### src/design/ckd_consts.svh
// Constants for the clock source and distribution block
`ifndef CKD_CONSTS_SVH
`define CKD_CONSTS_SVH

// Register byte offsets
`define CKD_OFF_MAIN      8'h00
`define CKD_OFF_PERIPH    8'h04
`define CKD_OFF_FLL       8'h08
`define CKD_OFF_STATUS    8'h0C

// Main control fields
`define CKD_MAIN_SRC_LSB  0
`define CKD_MAIN_DIV_LSB  4
`define CKD_SUB_DIV_LSB   8
`define CKD_AUX_SRC_BIT   12

// Peripheral select fields
`define CKD_TMR_SEL_LSB   0
`define CKD_SER_SEL_LSB   2
`define CKD_WDG_SEL_LSB   4
`define CKD_CNV_SEL_LSB   6
`define CKD_RTC_SEL_LSB   8
`define CKD_RTC_CHO_BIT   12

// Frequency loop fields
`define CKD_FLL_MUL_LSB   0
`define CKD_FLL_EN_BIT    16
`define CKD_FLL_REF_BIT   17

// Status fields
`define CKD_ST_FAULT_BIT  0
`define CKD_ST_LOCK_BIT   1
`define CKD_ST_SEEN_BIT   2
`define CKD_ST_TRIM_LSB   16

// Reset values
`define CKD_RST_MAIN      32'h0000_0000
`define CKD_RST_PERIPH    32'h0000_0000
`define CKD_RST_FLL       32'h0000_01E8
`define CKD_RST_TRIM      10'h200

// Pin input indices
`define CKD_IN_CTL        0
`define CKD_IN_RC         1
`define CKD_IN_XTAL       2
`define CKD_IN_LPO        3
`define CKD_IN_MOD        4
`define CKD_IN_TMR        5
`define CKD_IN_SER        6
`define CKD_NUM_IN        7

// Timing and frequency figures
`define CKD_CLK_PERIOD_NS  8
`define CKD_XTAL_TIMEOUT_NS 200000
`define CKD_MAIN_MAX_KHZ   16000
`define CKD_AUX_MAX_KHZ    40
`define CKD_MOD_KHZ        4000
`define CKD_LPO_KHZ        10

`endif

### src/design/ckd_pkg.sv
// Types shared by the clock source and distribution block
package ckd_pkg;
  typedef logic [1:0] ckd_code_t;
  typedef logic [2:0] ckd_sel_t;
  typedef logic [2:0] ckd_exp_t;
  typedef logic [9:0] ckd_trim_t;
  typedef logic [7:0] ckd_edges_t;
endpackage

### src/design/ckd_clk_chan.sv
// Glitch-free selectable clock channel with power-of-two divider
`timescale 1ns/1ps
module ckd_clk_chan
  import ckd_pkg::*;
(
  // Clock, reset and enable
  input  wire logic            clock,
  input  wire logic            rst_b,
  input  wire logic            ce,
  // Source edges and settings
  input  wire ckd_pkg::ckd_edges_t srcEdge,
  input  wire ckd_pkg::ckd_sel_t   sel,
  input  wire ckd_pkg::ckd_exp_t   divExp,
  // Output clock level and toggle strobe
  output logic                 clkOut,
  output logic                 clkEdge
);
  import ckd_pkg::*;

  ckd_sel_t   curSel;
  ckd_exp_t   curExp;
  logic [6:0] halfCnt;
  logic [6:0] halfTop;
  logic       srcHit;

  // Source edges per half period, minus one
  assign halfTop = 7'((8'h01 << curExp) - 8'h01);
  assign srcHit  = srcEdge[curSel];

  // Settings move only while the output is low: no short pulses
  always_ff @(posedge clock)
  begin
    if (!rst_b)
    begin
      curSel <= 3'h0;
      curExp <= 3'h0;
    end
    else if (ce && !clkOut)
    begin
      curSel <= sel;
      curExp <= divExp;
    end
  end

  // Half-period counter and output toggle
  always_ff @(posedge clock)
  begin
    if (!rst_b)
    begin
      halfCnt <= 7'h00;
      clkOut  <= 1'b0;
      clkEdge <= 1'b0;
    end
    else if (ce)
    begin
      clkEdge <= 1'b0;
      if (!clkOut && (sel != curSel || divExp != curExp))
        halfCnt <= 7'h00; // Restart low half on the new setting
      else if (srcHit)
      begin
        if (halfCnt == halfTop)
        begin
          halfCnt <= 7'h00;
          clkOut  <= !clkOut;
          clkEdge <= 1'b1;
        end
        else
          halfCnt <= halfCnt + 7'h01;
      end
    end
  end
endmodule

### src/design/ckd_clock_dist.sv
// Clock source selection, division and distribution with register bus
// Behaviour
// Main clock picks crystal, RC, controlled or low-power osc, div 1-128.
// Subsystem clock is main clock divided by 1, 2, 4 or 8.
// Auxiliary clock comes from crystal or RC reference, up to 40 kHz.
// Core, memories, checksum and ports run on main clock, no select.
// Main and subsystem up to 16 MHz; modulation 4 MHz; low-power 10 kHz.
// Timer select: 00 pin, 01 auxiliary, 10 subsystem clock.
// Serial select: 00 pin, 01 auxiliary, 10 or 11 subsystem clock.
// Watchdog select: 00 subsystem, 01 auxiliary, 10 low-power osc.
// Converter select: 00 modulation, 01 auxiliary, 10 or 11 subsystem.
// Counter code 01 takes subsystem or auxiliary per a bit; 11 low-power.
// Controlled oscillator locks by a loop to internal or crystal ref.
// Crystal failure is caught and the RC reference stands in for it.
// Source or divider changes never make truncated or glitched pulses.
`timescale 1ns/1ps
`include "ckd_consts.svh"
module ckd_clock_dist
  import ckd_pkg::*;
#(
  parameter int unsigned XTAL_TIMEOUT_CYC =
    `CKD_XTAL_TIMEOUT_NS / `CKD_CLK_PERIOD_NS
)
(
  // Clock, reset and enable
  input  wire logic        clock,
  input  wire logic        rst_b,
  input  wire logic        ce,
  // AHB-Lite slave
  input  wire logic        hsel,
  input  wire logic [31:0] haddr,
  input  wire logic [1:0]  htrans,
  input  wire logic        hwrite,
  input  wire logic [2:0]  hsize,
  input  wire logic [31:0] hwdata,
  input  wire logic        hready,
  output logic [31:0]      hrdata,
  output logic             hreadyout,
  output logic             hresp,
  // Oscillator and pin clocks (asynchronous)
  input  wire logic        oscClkIn,
  input  wire logic        rcClkIn,
  input  wire logic        xtalClkIn,
  input  wire logic        lpoClkIn,
  input  wire logic        modClkIn,
  input  wire logic        timerExtClkPin,
  input  wire logic        serialExtClkPin,
  // Distributed clocks
  output logic             mainClock,
  output logic             subsystemClock,
  output logic             auxClock,
  output logic             timerClock,
  output logic             serialClock,
  output logic             watchdogClock,
  output logic             converterClock,
  output logic             rtcClock,
  // Oscillator control and state
  output ckd_pkg::ckd_trim_t oscTrim,
  output logic             fllLocked,
  output logic             xtalFault
);
  import ckd_pkg::*;

  // Register address match, used by both read and write paths
  function automatic logic isReg(input logic [7:0] a, input logic [7:0] off);
    isReg = (a == off);
  endfunction

  // Registers
  logic [31:0] mainCtrl;
  logic [31:0] periphCtrl;
  logic [31:0] fllCtrl;
  logic        faultSeen;
  // Bus data phase
  logic        wrPend;
  logic [7:0]  wrAddr;
  logic        addrTaken;
  // Input synchronisers
  logic [`CKD_NUM_IN-1:0] syncA;
  logic [`CKD_NUM_IN-1:0] syncB;
  logic [`CKD_NUM_IN-1:0] syncC;
  logic [`CKD_NUM_IN-1:0] inEdge;
  // Fail-safe
  logic [15:0] xtalIdle;
  logic        xtalEffEdge;
  logic        xtalEffLevel;
  // Frequency loop
  logic [11:0] oscCount;
  logic        refRise;
  logic        refLevelQ;
  // Channel strobes
  logic        mainEdge;
  logic        subEdge;
  logic        auxEdge;
  ckd_edges_t  mainSrc;
  ckd_edges_t  subSrc;
  ckd_edges_t  auxSrc;
  ckd_edges_t  tmrSrc;
  ckd_edges_t  serSrc;
  ckd_edges_t  wdgSrc;
  ckd_edges_t  cnvSrc;
  ckd_edges_t  rtcSrc;
  logic [31:0] next_hrdata;

  // Bus always OKAY; ready follows the enable so no phase is lost
  assign hreadyout = ce;
  assign hresp     = 1'b0;
  assign addrTaken = hsel && htrans[1] && hready;

  // Address phase capture for writes
  always_ff @(posedge clock)
  begin
    if (!rst_b)
    begin
      wrPend <= 1'b0;
      wrAddr <= 8'h00;
    end
    else if (ce)
    begin
      wrPend <= addrTaken && hwrite && hsize == 3'h2;
      wrAddr <= haddr[7:0];
    end
  end

  // Read data registered at the address phase
  always_comb
  begin
    next_hrdata = 32'h0000_0000;
    if (isReg(haddr[7:0], `CKD_OFF_MAIN))
      next_hrdata = mainCtrl;
    else if (isReg(haddr[7:0], `CKD_OFF_PERIPH))
      next_hrdata = periphCtrl;
    else if (isReg(haddr[7:0], `CKD_OFF_FLL))
      next_hrdata = fllCtrl;
    else if (isReg(haddr[7:0], `CKD_OFF_STATUS))
    begin
      next_hrdata[`CKD_ST_FAULT_BIT] = xtalFault;
      next_hrdata[`CKD_ST_LOCK_BIT]  = fllLocked;
      next_hrdata[`CKD_ST_SEEN_BIT]  = faultSeen;
      next_hrdata[`CKD_ST_TRIM_LSB +: 10] = oscTrim;
    end
  end

  always_ff @(posedge clock)
  begin
    if (!rst_b)
      hrdata <= 32'h0000_0000;
    else if (ce && addrTaken && !hwrite)
      hrdata <= next_hrdata;
  end

  // Control registers, only implemented bits stored
  always_ff @(posedge clock)
  begin
    if (!rst_b)
    begin
      mainCtrl   <= `CKD_RST_MAIN;
      periphCtrl <= `CKD_RST_PERIPH;
      fllCtrl    <= `CKD_RST_FLL;
    end
    else if (ce && wrPend)
    begin
      if (isReg(wrAddr, `CKD_OFF_MAIN))
        mainCtrl <= hwdata & 32'h0000_1373;
      if (isReg(wrAddr, `CKD_OFF_PERIPH))
        periphCtrl <= hwdata & 32'h0000_13FF;
      if (isReg(wrAddr, `CKD_OFF_FLL))
        fllCtrl <= hwdata & 32'h0003_03FF;
    end
  end

  // Two-flop synchronisers, third stage for edge detect
  genvar gi;
  generate
    for (gi = 0; gi < `CKD_NUM_IN; gi = gi + 1)
    begin : gSync
      always_ff @(posedge clock)
      begin
        if (!rst_b)
        begin
          syncA[gi] <= 1'b0;
          syncB[gi] <= 1'b0;
          syncC[gi] <= 1'b0;
        end
        else if (ce)
        begin
          syncA[gi] <= (gi == `CKD_IN_CTL)  ? oscClkIn :
                       (gi == `CKD_IN_RC)   ? rcClkIn :
                       (gi == `CKD_IN_XTAL) ? xtalClkIn :
                       (gi == `CKD_IN_LPO)  ? lpoClkIn :
                       (gi == `CKD_IN_MOD)  ? modClkIn :
                       (gi == `CKD_IN_TMR)  ? timerExtClkPin :
                                              serialExtClkPin;
          syncB[gi] <= syncA[gi];
          syncC[gi] <= syncB[gi];
        end
      end
      // Both edges; 125 MHz sampling covers sources up to 16 MHz
      assign inEdge[gi] = syncB[gi] ^ syncC[gi];
    end
  endgenerate

  // Crystal watchdog: no edge for the timeout flags a fault
  always_ff @(posedge clock)
  begin
    if (!rst_b)
    begin
      xtalIdle  <= 16'h0000;
      xtalFault <= 1'b0;
    end
    else if (ce)
    begin
      if (inEdge[`CKD_IN_XTAL])
      begin
        xtalIdle  <= 16'h0000;
        xtalFault <= 1'b0;
      end
      else if (xtalIdle == 16'(XTAL_TIMEOUT_CYC))
        xtalFault <= 1'b1;
      else
        xtalIdle <= xtalIdle + 16'h0001;
    end
  end

  // Sticky fault record, write one to clear, new fault wins
  always_ff @(posedge clock)
  begin
    if (!rst_b)
      faultSeen <= 1'b0;
    else if (ce)
    begin
      if (xtalFault)
        faultSeen <= 1'b1;
      else if (wrPend && isReg(wrAddr, `CKD_OFF_STATUS) &&
               hwdata[`CKD_ST_SEEN_BIT])
        faultSeen <= 1'b0;
    end
  end

  // RC reference stands in for a failed crystal
  assign xtalEffEdge  = xtalFault ? inEdge[`CKD_IN_RC] : inEdge[`CKD_IN_XTAL];
  assign xtalEffLevel = xtalFault ? syncB[`CKD_IN_RC] : syncB[`CKD_IN_XTAL];

  // Frequency loop: count controlled-osc rises per reference rise
  assign refRise = (fllCtrl[`CKD_FLL_REF_BIT] ? xtalEffLevel
                    : syncB[`CKD_IN_RC]) && !refLevelQ;

  always_ff @(posedge clock)
  begin
    if (!rst_b)
    begin
      refLevelQ <= 1'b0;
      oscCount  <= 12'h000;
      oscTrim   <= `CKD_RST_TRIM;
      fllLocked <= 1'b0;
    end
    else if (ce)
    begin
      refLevelQ <= fllCtrl[`CKD_FLL_REF_BIT] ? xtalEffLevel
                   : syncB[`CKD_IN_RC];
      if (!fllCtrl[`CKD_FLL_EN_BIT])
      begin
        oscCount  <= 12'h000;
        fllLocked <= 1'b0;
      end
      else if (refRise)
      begin
        oscCount  <= 12'h000;
        fllLocked <= oscCount == {2'b00, fllCtrl[9:0]};
        if (oscCount < {2'b00, fllCtrl[9:0]} && oscTrim != 10'h3FF)
          oscTrim <= oscTrim + 10'h001;
        else if (oscCount > {2'b00, fllCtrl[9:0]} && oscTrim != 10'h000)
          oscTrim <= oscTrim - 10'h001;
      end
      else if (inEdge[`CKD_IN_CTL] && syncB[`CKD_IN_CTL] &&
               oscCount != 12'hFFF)
        oscCount <= oscCount + 12'h001;
    end
  end

  // Source maps; modulation osc never reaches the main clock
  assign mainSrc = {4'h0, inEdge[`CKD_IN_LPO], xtalEffEdge,
                    inEdge[`CKD_IN_RC], inEdge[`CKD_IN_CTL]};
  assign subSrc  = {7'h00, mainEdge};
  assign auxSrc  = {6'h00, inEdge[`CKD_IN_RC], xtalEffEdge};
  assign tmrSrc  = {5'h00, subEdge, auxEdge,
                    inEdge[`CKD_IN_TMR]};
  assign serSrc  = {4'h0, subEdge, subEdge, auxEdge,
                    inEdge[`CKD_IN_SER]};
  assign wdgSrc  = {5'h00, inEdge[`CKD_IN_LPO], auxEdge,
                    subEdge};
  assign cnvSrc  = {4'h0, subEdge, subEdge, auxEdge,
                    inEdge[`CKD_IN_MOD]};
  // Upper half of the index picks auxiliary for code 01
  assign rtcSrc  = {inEdge[`CKD_IN_LPO], xtalEffEdge, auxEdge, 1'b0,
                    inEdge[`CKD_IN_LPO], xtalEffEdge, subEdge,
                    1'b0};

  // Main clock, also the fixed clock of core, memories and ports
  ckd_clk_chan uMain (
    .clock   (clock),
    .rst_b   (rst_b),
    .ce      (ce),
    .srcEdge (mainSrc),
    .sel     ({1'b0, mainCtrl[`CKD_MAIN_SRC_LSB +: 2]}),
    .divExp  (mainCtrl[`CKD_MAIN_DIV_LSB +: 3]),
    .clkOut  (mainClock),
    .clkEdge (mainEdge)
  );

  // Subsystem clock from the main clock
  ckd_clk_chan uSub (
    .clock   (clock),
    .rst_b   (rst_b),
    .ce      (ce),
    .srcEdge (subSrc),
    .sel     (3'h0),
    .divExp  ({1'b0, mainCtrl[`CKD_SUB_DIV_LSB +: 2]}),
    .clkOut  (subsystemClock),
    .clkEdge (subEdge)
  );

  // Auxiliary clock
  ckd_clk_chan uAux (
    .clock   (clock),
    .rst_b   (rst_b),
    .ce      (ce),
    .srcEdge (auxSrc),
    .sel     ({2'b00, mainCtrl[`CKD_AUX_SRC_BIT]}),
    .divExp  (3'h0),
    .clkOut  (auxClock),
    .clkEdge (auxEdge)
  );

  // Timer clock
  ckd_clk_chan uTmr (
    .clock   (clock),
    .rst_b   (rst_b),
    .ce      (ce),
    .srcEdge (tmrSrc),
    .sel     ({1'b0, periphCtrl[`CKD_TMR_SEL_LSB +: 2]}),
    .divExp  (3'h0),
    .clkOut  (timerClock),
    .clkEdge ()
  );

  // Serial interface clock
  ckd_clk_chan uSer (
    .clock   (clock),
    .rst_b   (rst_b),
    .ce      (ce),
    .srcEdge (serSrc),
    .sel     ({1'b0, periphCtrl[`CKD_SER_SEL_LSB +: 2]}),
    .divExp  (3'h0),
    .clkOut  (serialClock),
    .clkEdge ()
  );

  // Watchdog clock; code 11 gives no clock
  ckd_clk_chan uWdg (
    .clock   (clock),
    .rst_b   (rst_b),
    .ce      (ce),
    .srcEdge (wdgSrc),
    .sel     ({1'b0, periphCtrl[`CKD_WDG_SEL_LSB +: 2]}),
    .divExp  (3'h0),
    .clkOut  (watchdogClock),
    .clkEdge ()
  );

  // Converter clock
  ckd_clk_chan uCnv (
    .clock   (clock),
    .rst_b   (rst_b),
    .ce      (ce),
    .srcEdge (cnvSrc),
    .sel     ({1'b0, periphCtrl[`CKD_CNV_SEL_LSB +: 2]}),
    .divExp  (3'h0),
    .clkOut  (converterClock),
    .clkEdge ()
  );

  // Real-time counter clock; choice bit joins the select
  ckd_clk_chan uRtc (
    .clock   (clock),
    .rst_b   (rst_b),
    .ce      (ce),
    .srcEdge (rtcSrc),
    .sel     ({periphCtrl[`CKD_RTC_CHO_BIT],
               periphCtrl[`CKD_RTC_SEL_LSB +: 2]}),
    .divExp  (3'h0),
    .clkOut  (rtcClock),
    .clkEdge ()
  );
endmodule

### config.mk
export PLATFORM = sky130hd
export DESIGN_NAME = ckd_clock_dist
export DESIGN_NICKNAME = d
export VERILOG_FILES = /design/src/design/ckd_pkg.sv /design/src/design/ckd_clk_chan.sv /design/src/design/ckd_clock_dist.sv
export VERILOG_INCLUDE_DIRS = /design/src /design/src/design
export SDC_FILE = /design/constraint.sdc
export NUM_CORES = 1
export LEC_CHECK = 0
export BUFFER_PORTS_ARGS = -buffer_cell sky130_fd_sc_hd__buf_2
export CAP_MARGIN = 20
export CORE_ASPECT_RATIO = 0.6
export CORE_MARGIN = 5
export CORE_UTILIZATION = 55
export DETAILED_ROUTE_END_ITERATION = 12
export PLACE_DENSITY_LB_ADDON = 0.08
export SETUP_SLACK_MARGIN = 0.1
export SLEW_MARGIN = 25
export SYNTH_ARGS = -nofsm -noshare
export SYNTH_HDL_FRONTEND = slang
export SYNTH_SLANG_ARGS = --single-unit
### constraint.sdc
create_clock -name clock -period 8 [get_ports clock]
set_input_delay 0.4 -clock clock [delete_from_list [all_inputs] [get_ports clock]]
set_output_delay 0.4 -clock clock [all_outputs]
set_load 0.02 [all_outputs]
---- After elaboration in Yosys (flattened, before gate mapping) ----
Index checks and enable logic that the tools add are counted.
word-level totals
  flip-flop bits (word level) ............. 221
  word-level logic and storage cells ...... 283
operators by class
  add/sub/neg operators ................... 14
  order comparisons ....................... 9
  equality and inequality tests ........... 25
  shifts and indexed selects .............. 2
  muxes and demuxes ....................... 70
  bitwise gates (word level) .............. 15
  reduce and logical (&&, ||, !) cells .... 86
operator list
  kind                                                         number
  2-to-1 mux 7 bit                                             25
  adder 7 x 1 -> 7 bit (second input constant)                 8
  2-to-1 mux 26 bit                                            2
  zero test 7 bit                                              6
  2-to-1 mux 10 bit                                            4
  2-to-1 mux 12 bit                                            3
  AND reduction 4 bit                                          9
  equality test 8 x 4 -> 1 bit (second input constant)         4
  2-to-1 mux 16 bit                                            2
  AND reduction 2 bit                                          16
  logical AND 1 bit                                            30
  2-to-1 mux 1 bit                                             26
  nonzero test 2 bit                                           11
  less-than comparator 2 x 4 -> 1 bit (second input constant)  5
  adder 16 x 1 -> 16 bit (second input constant)               1
  equality test 16 x 15 -> 1 bit (second input constant)       1
  equality test 8 x 3 -> 1 bit (second input constant)         2
  zero test 8 bit                                              2
  equality test 7 bit                                          2
  subtractor 7 x 1 -> 7 bit (second input constant)            2
  adder 12 x 1 -> 12 bit (second input constant)               1
  equality test 12 x 10 -> 1 bit                               1
  greater-than comparator 12 x 10 -> 1 bit                     1
  less-than comparator 12 x 10 -> 1 bit                        1
  other kinds (23)                                             56

---- Depth between registers and ports, before layout ----
  depth after elaboration ................. 6
  gate-level depth with buffers ........... 14

---- Hierarchy ----
From an unflattened synthesis, not the netlist that was laid out.
unflattened totals
  cells, all modules ...................... 1618
  area total of the unflattened synthesis .. 14366.3 sq um
by module, submodules not included
  module          times used  cells each  area each (sq um)  sequential area each (sq um)
  ckd_clk_chan    8           117         1014.7             300.3
  ckd_clock_dist  1           682         6248.5             2482.4

---- Worst setup path before layout ----
No wires, ideal clock.
  path kind ............................... register to register
  from .................................... register fllCtrl[2]
  to ...................................... register oscTrim[9]
  arrival ................................. 3.589 ns
  setup slack ............................. 4.288 ns
  stages on the path, launching flop included .. 14
  period minus slack after synthesis ...... 3.712 ns
  cells stage by stage .................... dfxtp_1 > inv_1 > ha_1 > and4b_2 > a211oi_1 > o21ai_2 > or3_2 > ha_1 > o21a_1 > o21a_1 > a2111oi_0 > nor3_1 > mux2i_1 > mux2_1
on the way
  longest elaborated chain between the ends .. 4
  elaborated cells on any way between the ends .. 7
  classes of those cells .................. order compare (2); mux (1); reduce/logical (4)
ends and longest elaborated chain
  element                                                                                                   line                                          text
  start, declared                                                                                           ckd_clock_dist.sv:72                          logic [31:0] fllCtrl;
  start signal, assigned                                                                                    ckd_clock_dist.sv:159                         fllCtrl <= `CKD_RST_FLL;
  start signal, assigned                                                                                    ckd_clock_dist.sv:168                         fllCtrl <= hwdata & 32'h0003_03FF;
  less-than comparator 12 x 10 -> 1 bit / greater-than comparator 12 x 10 -> 1 bit (equally long branches)  ckd_clock_dist.sv:270, ckd_clock_dist.sv:272
  logical AND 1 bit (on tied branches)                                                                      ckd_clock_dist.sv:270, ckd_clock_dist.sv:272
  nonzero test 2 bit (no line)                                                                              -
  AND reduction 4 bit (no line)                                                                             -
  end signal, assigned                                                                                      ckd_clock_dist.sv:254                         oscTrim <= `CKD_RST_TRIM;
  end signal, assigned                                                                                      ckd_clock_dist.sv:271                         oscTrim <= oscTrim + 10'h001;
  end signal, assigned                                                                                      ckd_clock_dist.sv:273                         oscTrim <= oscTrim - 10'h001;
  end, declared                                                                                             ckd_clock_dist.sv:58                          output ckd_pkg::ckd_trim_t oscTrim,
Several ways; a longest one is shown, not always the timed one.
A chain may end at the register's enable or synchronous reset.

---- Worst setup path in the final report ----
  from .................................... register fllCtrl[3]
  to ...................................... register oscTrim[9]
Same word-level chain as after synthesis.

==> impl_results.md <==
* Post-CTS Hold Fix Bufs at 0
* Initial Util at 56.3%
* Nets@finish at 1435
* Port Buffers at 79
* Die width at 191 um
* Period utilisation layout at 53.6%
* DP Worst Slack at 3.81 ns
* CP max stage cell: or3_2
* Cell Area, Synth at 10800 sq um
* Vias in the first global route at 8084
* CTS buffer count at 21
* Register area share after synthesis at 39.0%
* Largest net degree at the start of global routing at 89
* R2r setup slk at 3.71 ns
* Io pins at 136
* Longest Clk Path Bufs at 3
* Vias per cell at 5.58
* CTS-repair resized insts at 0
* Worst IR Drop VDD at 0.138 mV
* CP Launch Type: flop
* CTS tree: built
* Worst hold slack at 0.143 ns
* Power Dens Cells at 177 nW/um^2
* Clock Sink Count at 210
* Post-CTS setup buffers at 0
* Crit path cell chain: inv_1 > ha_1 > and4b_2 > a211oi_1 > o21ai_2 > or3_2 > ha_1 > a211oi_1 > o21ai_0 > a2111oi_0 > nor3_1 > mux2i_1 > mux2_1
* Flop pwr share at 50.5%
* Cell Int Power at 1.62 mW
* Initial antenna violation count at 0
* Global route total overflow at 0
* R2r startpoint: fllCtrl[3]
* R2r endpoint: oscTrim[9]
* Fill cells at 1753
* Yosys Warn Count at 0
* Leakage power at 4.80 nW
* Ys async rst share at 0%
* Critical Path Sink Type: flop
* Total routed wirelength at 25700 um
* Critical path data required time at 8.38 ns
* CTS clk-pin slew, worst paths at 0.06 ns
* Final-report hold violation count at 0
* Register bit count reported by yosys at 210
* Placed instance count at 1557
* First-pass GRT wire length at 42900 um
* EDFF count, synth at 0
* Placer Congestion at 0.861
* Critical setup path kind: flop to flop
* ANT cells at 0
* Fin Setup TNS at 0 ns
* Number of setup violations in the final report at 0
* Hold Crit Class: primary input to flop
* Switching Fraction at 22.9%
* Synth cell types at 83
* Final Util at 62.4%
* Clock tree root driver cell: clkbuf_16
* Arrival @ worst endpoint at 4.67 ns
* Antenna viol nets, final at 0
* Final Critical Period at 4.29 ns
* Non-filler instance count after layout at 1594
* CP peak stage delay at 0.64 ns
* Slew margin rel. at 37.0%
* Setup ws final at 3.71 ns
* Post-synth top flop: dfxtp_1
* Power consumption at 2.11 mW
* Synthesis-to-finish area growth at 10.7%
* Area of placed instances at 11300 sq um
* Run status: finished, final reports clean
* Max-slew violation count at 0
* Hold Path Depth at 3
* Die area at 22600 sq um
* Gr usage total at 22.5%
* Core area at 19100 sq um
* H-tree levels at 1
* Fin area at 11900 sq um
* WHS Endpoint: fllCtrl[16]
* Fraction of layout cells with a size suffix above 1 at 10.9%
* Net switching power at 0.484 mW
* DRC errors left at 0
* Clock share of power at 44.4%
* Drt initial violations at 759
* Transition time of the tightest slew-check pin at 0.945 ns
* Worst Path Max Fanout at 9
* RSZ-0062 raised after global routing: no
* Clock skew at 0.00789 ns
* Row count at 39
* Worst skew pair latency at 0.49 ns
* Hold Path Origin: hwdata[16]
* Final HPWL DP at 18200 um
* Max frequency at 233 MHz
* Die H at 118 um
* R2R cell count at 13
* Wirelength per Cell at 16.1 um
* Area of the multi-input gates at 6160 sq um
* Avg Cell Area, Syn at 8.56 sq um
* Max-Cap Viols at 0
* Logic pwr share at 5.1%
* Pre-antenna DRT Iters at 5
* Post-synthesis cell count at 1259
* Via count at 8895
* Register Area at 4200 sq um
[final cells by class]
cell class	count	area share, %
clock buffers	30	4.86
clock inverters	7	0.503
inverters	42	1.34
multi-input cells	955	51.6
flip-flops and latches	210	35.2
well taps	266	2.79
repair buffers	84	3.65
[placed cells by master, fill, tap and decap left out, types with 4 or more instances in the layout]
master     Yosys  layout
or3_1          6       6
conb_1         1      12
nand3_1       36      36
nor4b_1        4       4
a31oi_1        4       4
o211ai_1       7       7
nor2_1       184     184
nor2b_1       15      15
buf_4         13       6
nand3b_1      13      13
o21ai_0       52      52
a21o_1         6       6
clkbuf_16      0      21
o21a_1        12      12
and3_1        16      16
a211oi_1       4       4
o2bb2ai_1      5       5
a22oi_1       11      11
mux2i_1       76      76
clkbuf_1      34       7
nor3_1        28      28
nand2b_1      19      19
xor2_1        55      55
buf_2         11      78
and2_1         8       8
inv_1         41      41
a21oi_1       72      72
o2111ai_1      5       5
nand2_1       93      93
xnor2_1       51      51
ha_1          38      38
nand4_1       31      31
nor4_1        11      11
o31ai_1        8       8
and4_1         4       4
o21ai_1       11      10
clkinv_2       0       6
dfxtp_1      210     210
[flip-flops by register name, indices dropped and copies added (netlist names), 8 cells and up]
signal / count
oscTrim: 10
wrAddr: 8
periphCtrl: 11
hrdata: 21
mainCtrl: 8
oscCount: 12
fllCtrl: 12
xtalIdle: 16
[routing by layer]
layer	global-route usage (%)	routed length [um]	part of all wire, %	vias to the layer above
met2	32.2	10400	41	256
met4	3.86	364	1.4	0
met3	3.57	1520	5.9	35
li1	-	-	-	4484
met5	0	0	0	-
met1	35.8	13400	52	4120
[cells by family (layout without fill, tap and decap cells)]
family	Yosys count	after routing	share of synthesized area, %
muxes	80	80	7.50
xor gates and xnor gates	106	106	8.61
and+or+nand+nor	496	496	22.8
buffers and inverters	105	163	4.31
other	1	12	0.0348
DFF	210	210	39.0
AOI/OAI and AO/OA	222	222	13.1
adders and majority gates	39	39	4.60
[worst max path at each step]
stage | slack, ns | end | depth (start not counted) | startpoint
after floorplan | 4.29 | oscTrim[9] | 13 | fllCtrl[2]
after global placement | 3.80 | oscTrim[9] | 13 | fllCtrl[3]
after detailed placement | 3.81 | oscTrim[9] | 13 | fllCtrl[3]
after CTS | 3.78 | oscTrim[9] | 13 | fllCtrl[3]
after global routing | 3.48 | oscTrim[9] | 13 | fllCtrl[3]
final | 3.71 | oscTrim[9] | 13 | fllCtrl[3]
[worst max-delay path: cells and delay by family (launching register included)]
kind,cells,cell delay (ns)
adders and majority gates,2,0.66
AOI/OAI and AO/OA,5,1.56
and+or+nand+nor,3,1.00
DFF,1,0.37
muxes,2,0.52
buffers and inverters,1,0.06
[cells in the mapped netlist (7+ instances only)]
master / n / share of area (%)
o21a_1: 12 / 0.84
nand2b_1: 19 / 1.1
buf_4: 13 / 0.91
xnor2_1: 51 / 4.1
nand4_1: 31 / 1.8
o21ai_0: 52 / 2.4
xor2_1: 55 / 4.5
dfxtp_1: 210 / 39
o211ai_1: 7 / 0.49
a21oi_1: 72 / 3.3
and2_1: 8 / 0.46
clkbuf_1: 34 / 1.2
o31ai_1: 8 / 0.56
and3_1: 16 / 0.93
ha_1: 38 / 4.4
o21ai_1: 11 / 0.51
nor2_1: 184 / 6.4
mux2i_1: 76 / 7.1
nor4_1: 11 / 0.64
a22oi_1: 11 / 0.77
buf_2: 11 / 0.51
nand3_1: 36 / 1.7
nor2b_1: 15 / 0.87
nand3b_1: 13 / 0.91
inv_1: 41 / 1.4
nor3_1: 28 / 1.3
nand2_1: 93 / 3.2
[power groups by stage]
| stage | logic [mW] | registers, mW | clock network, mW |
|---|---|---|---|
| floorplan | 0.0769 | 1.09 | 0 |
| global placement | 0.105 | 1.09 | 0 |
| detailed placement | 0.106 | 1.09 | 0 |
| CTS | 0.107 | 1.06 | 0.961 |
| global route | 0.118 | 1.07 | 1.01 |
| finish | 0.107 | 1.07 | 0.936 |
No activity file was read; power rests on OpenSTA's default activity.
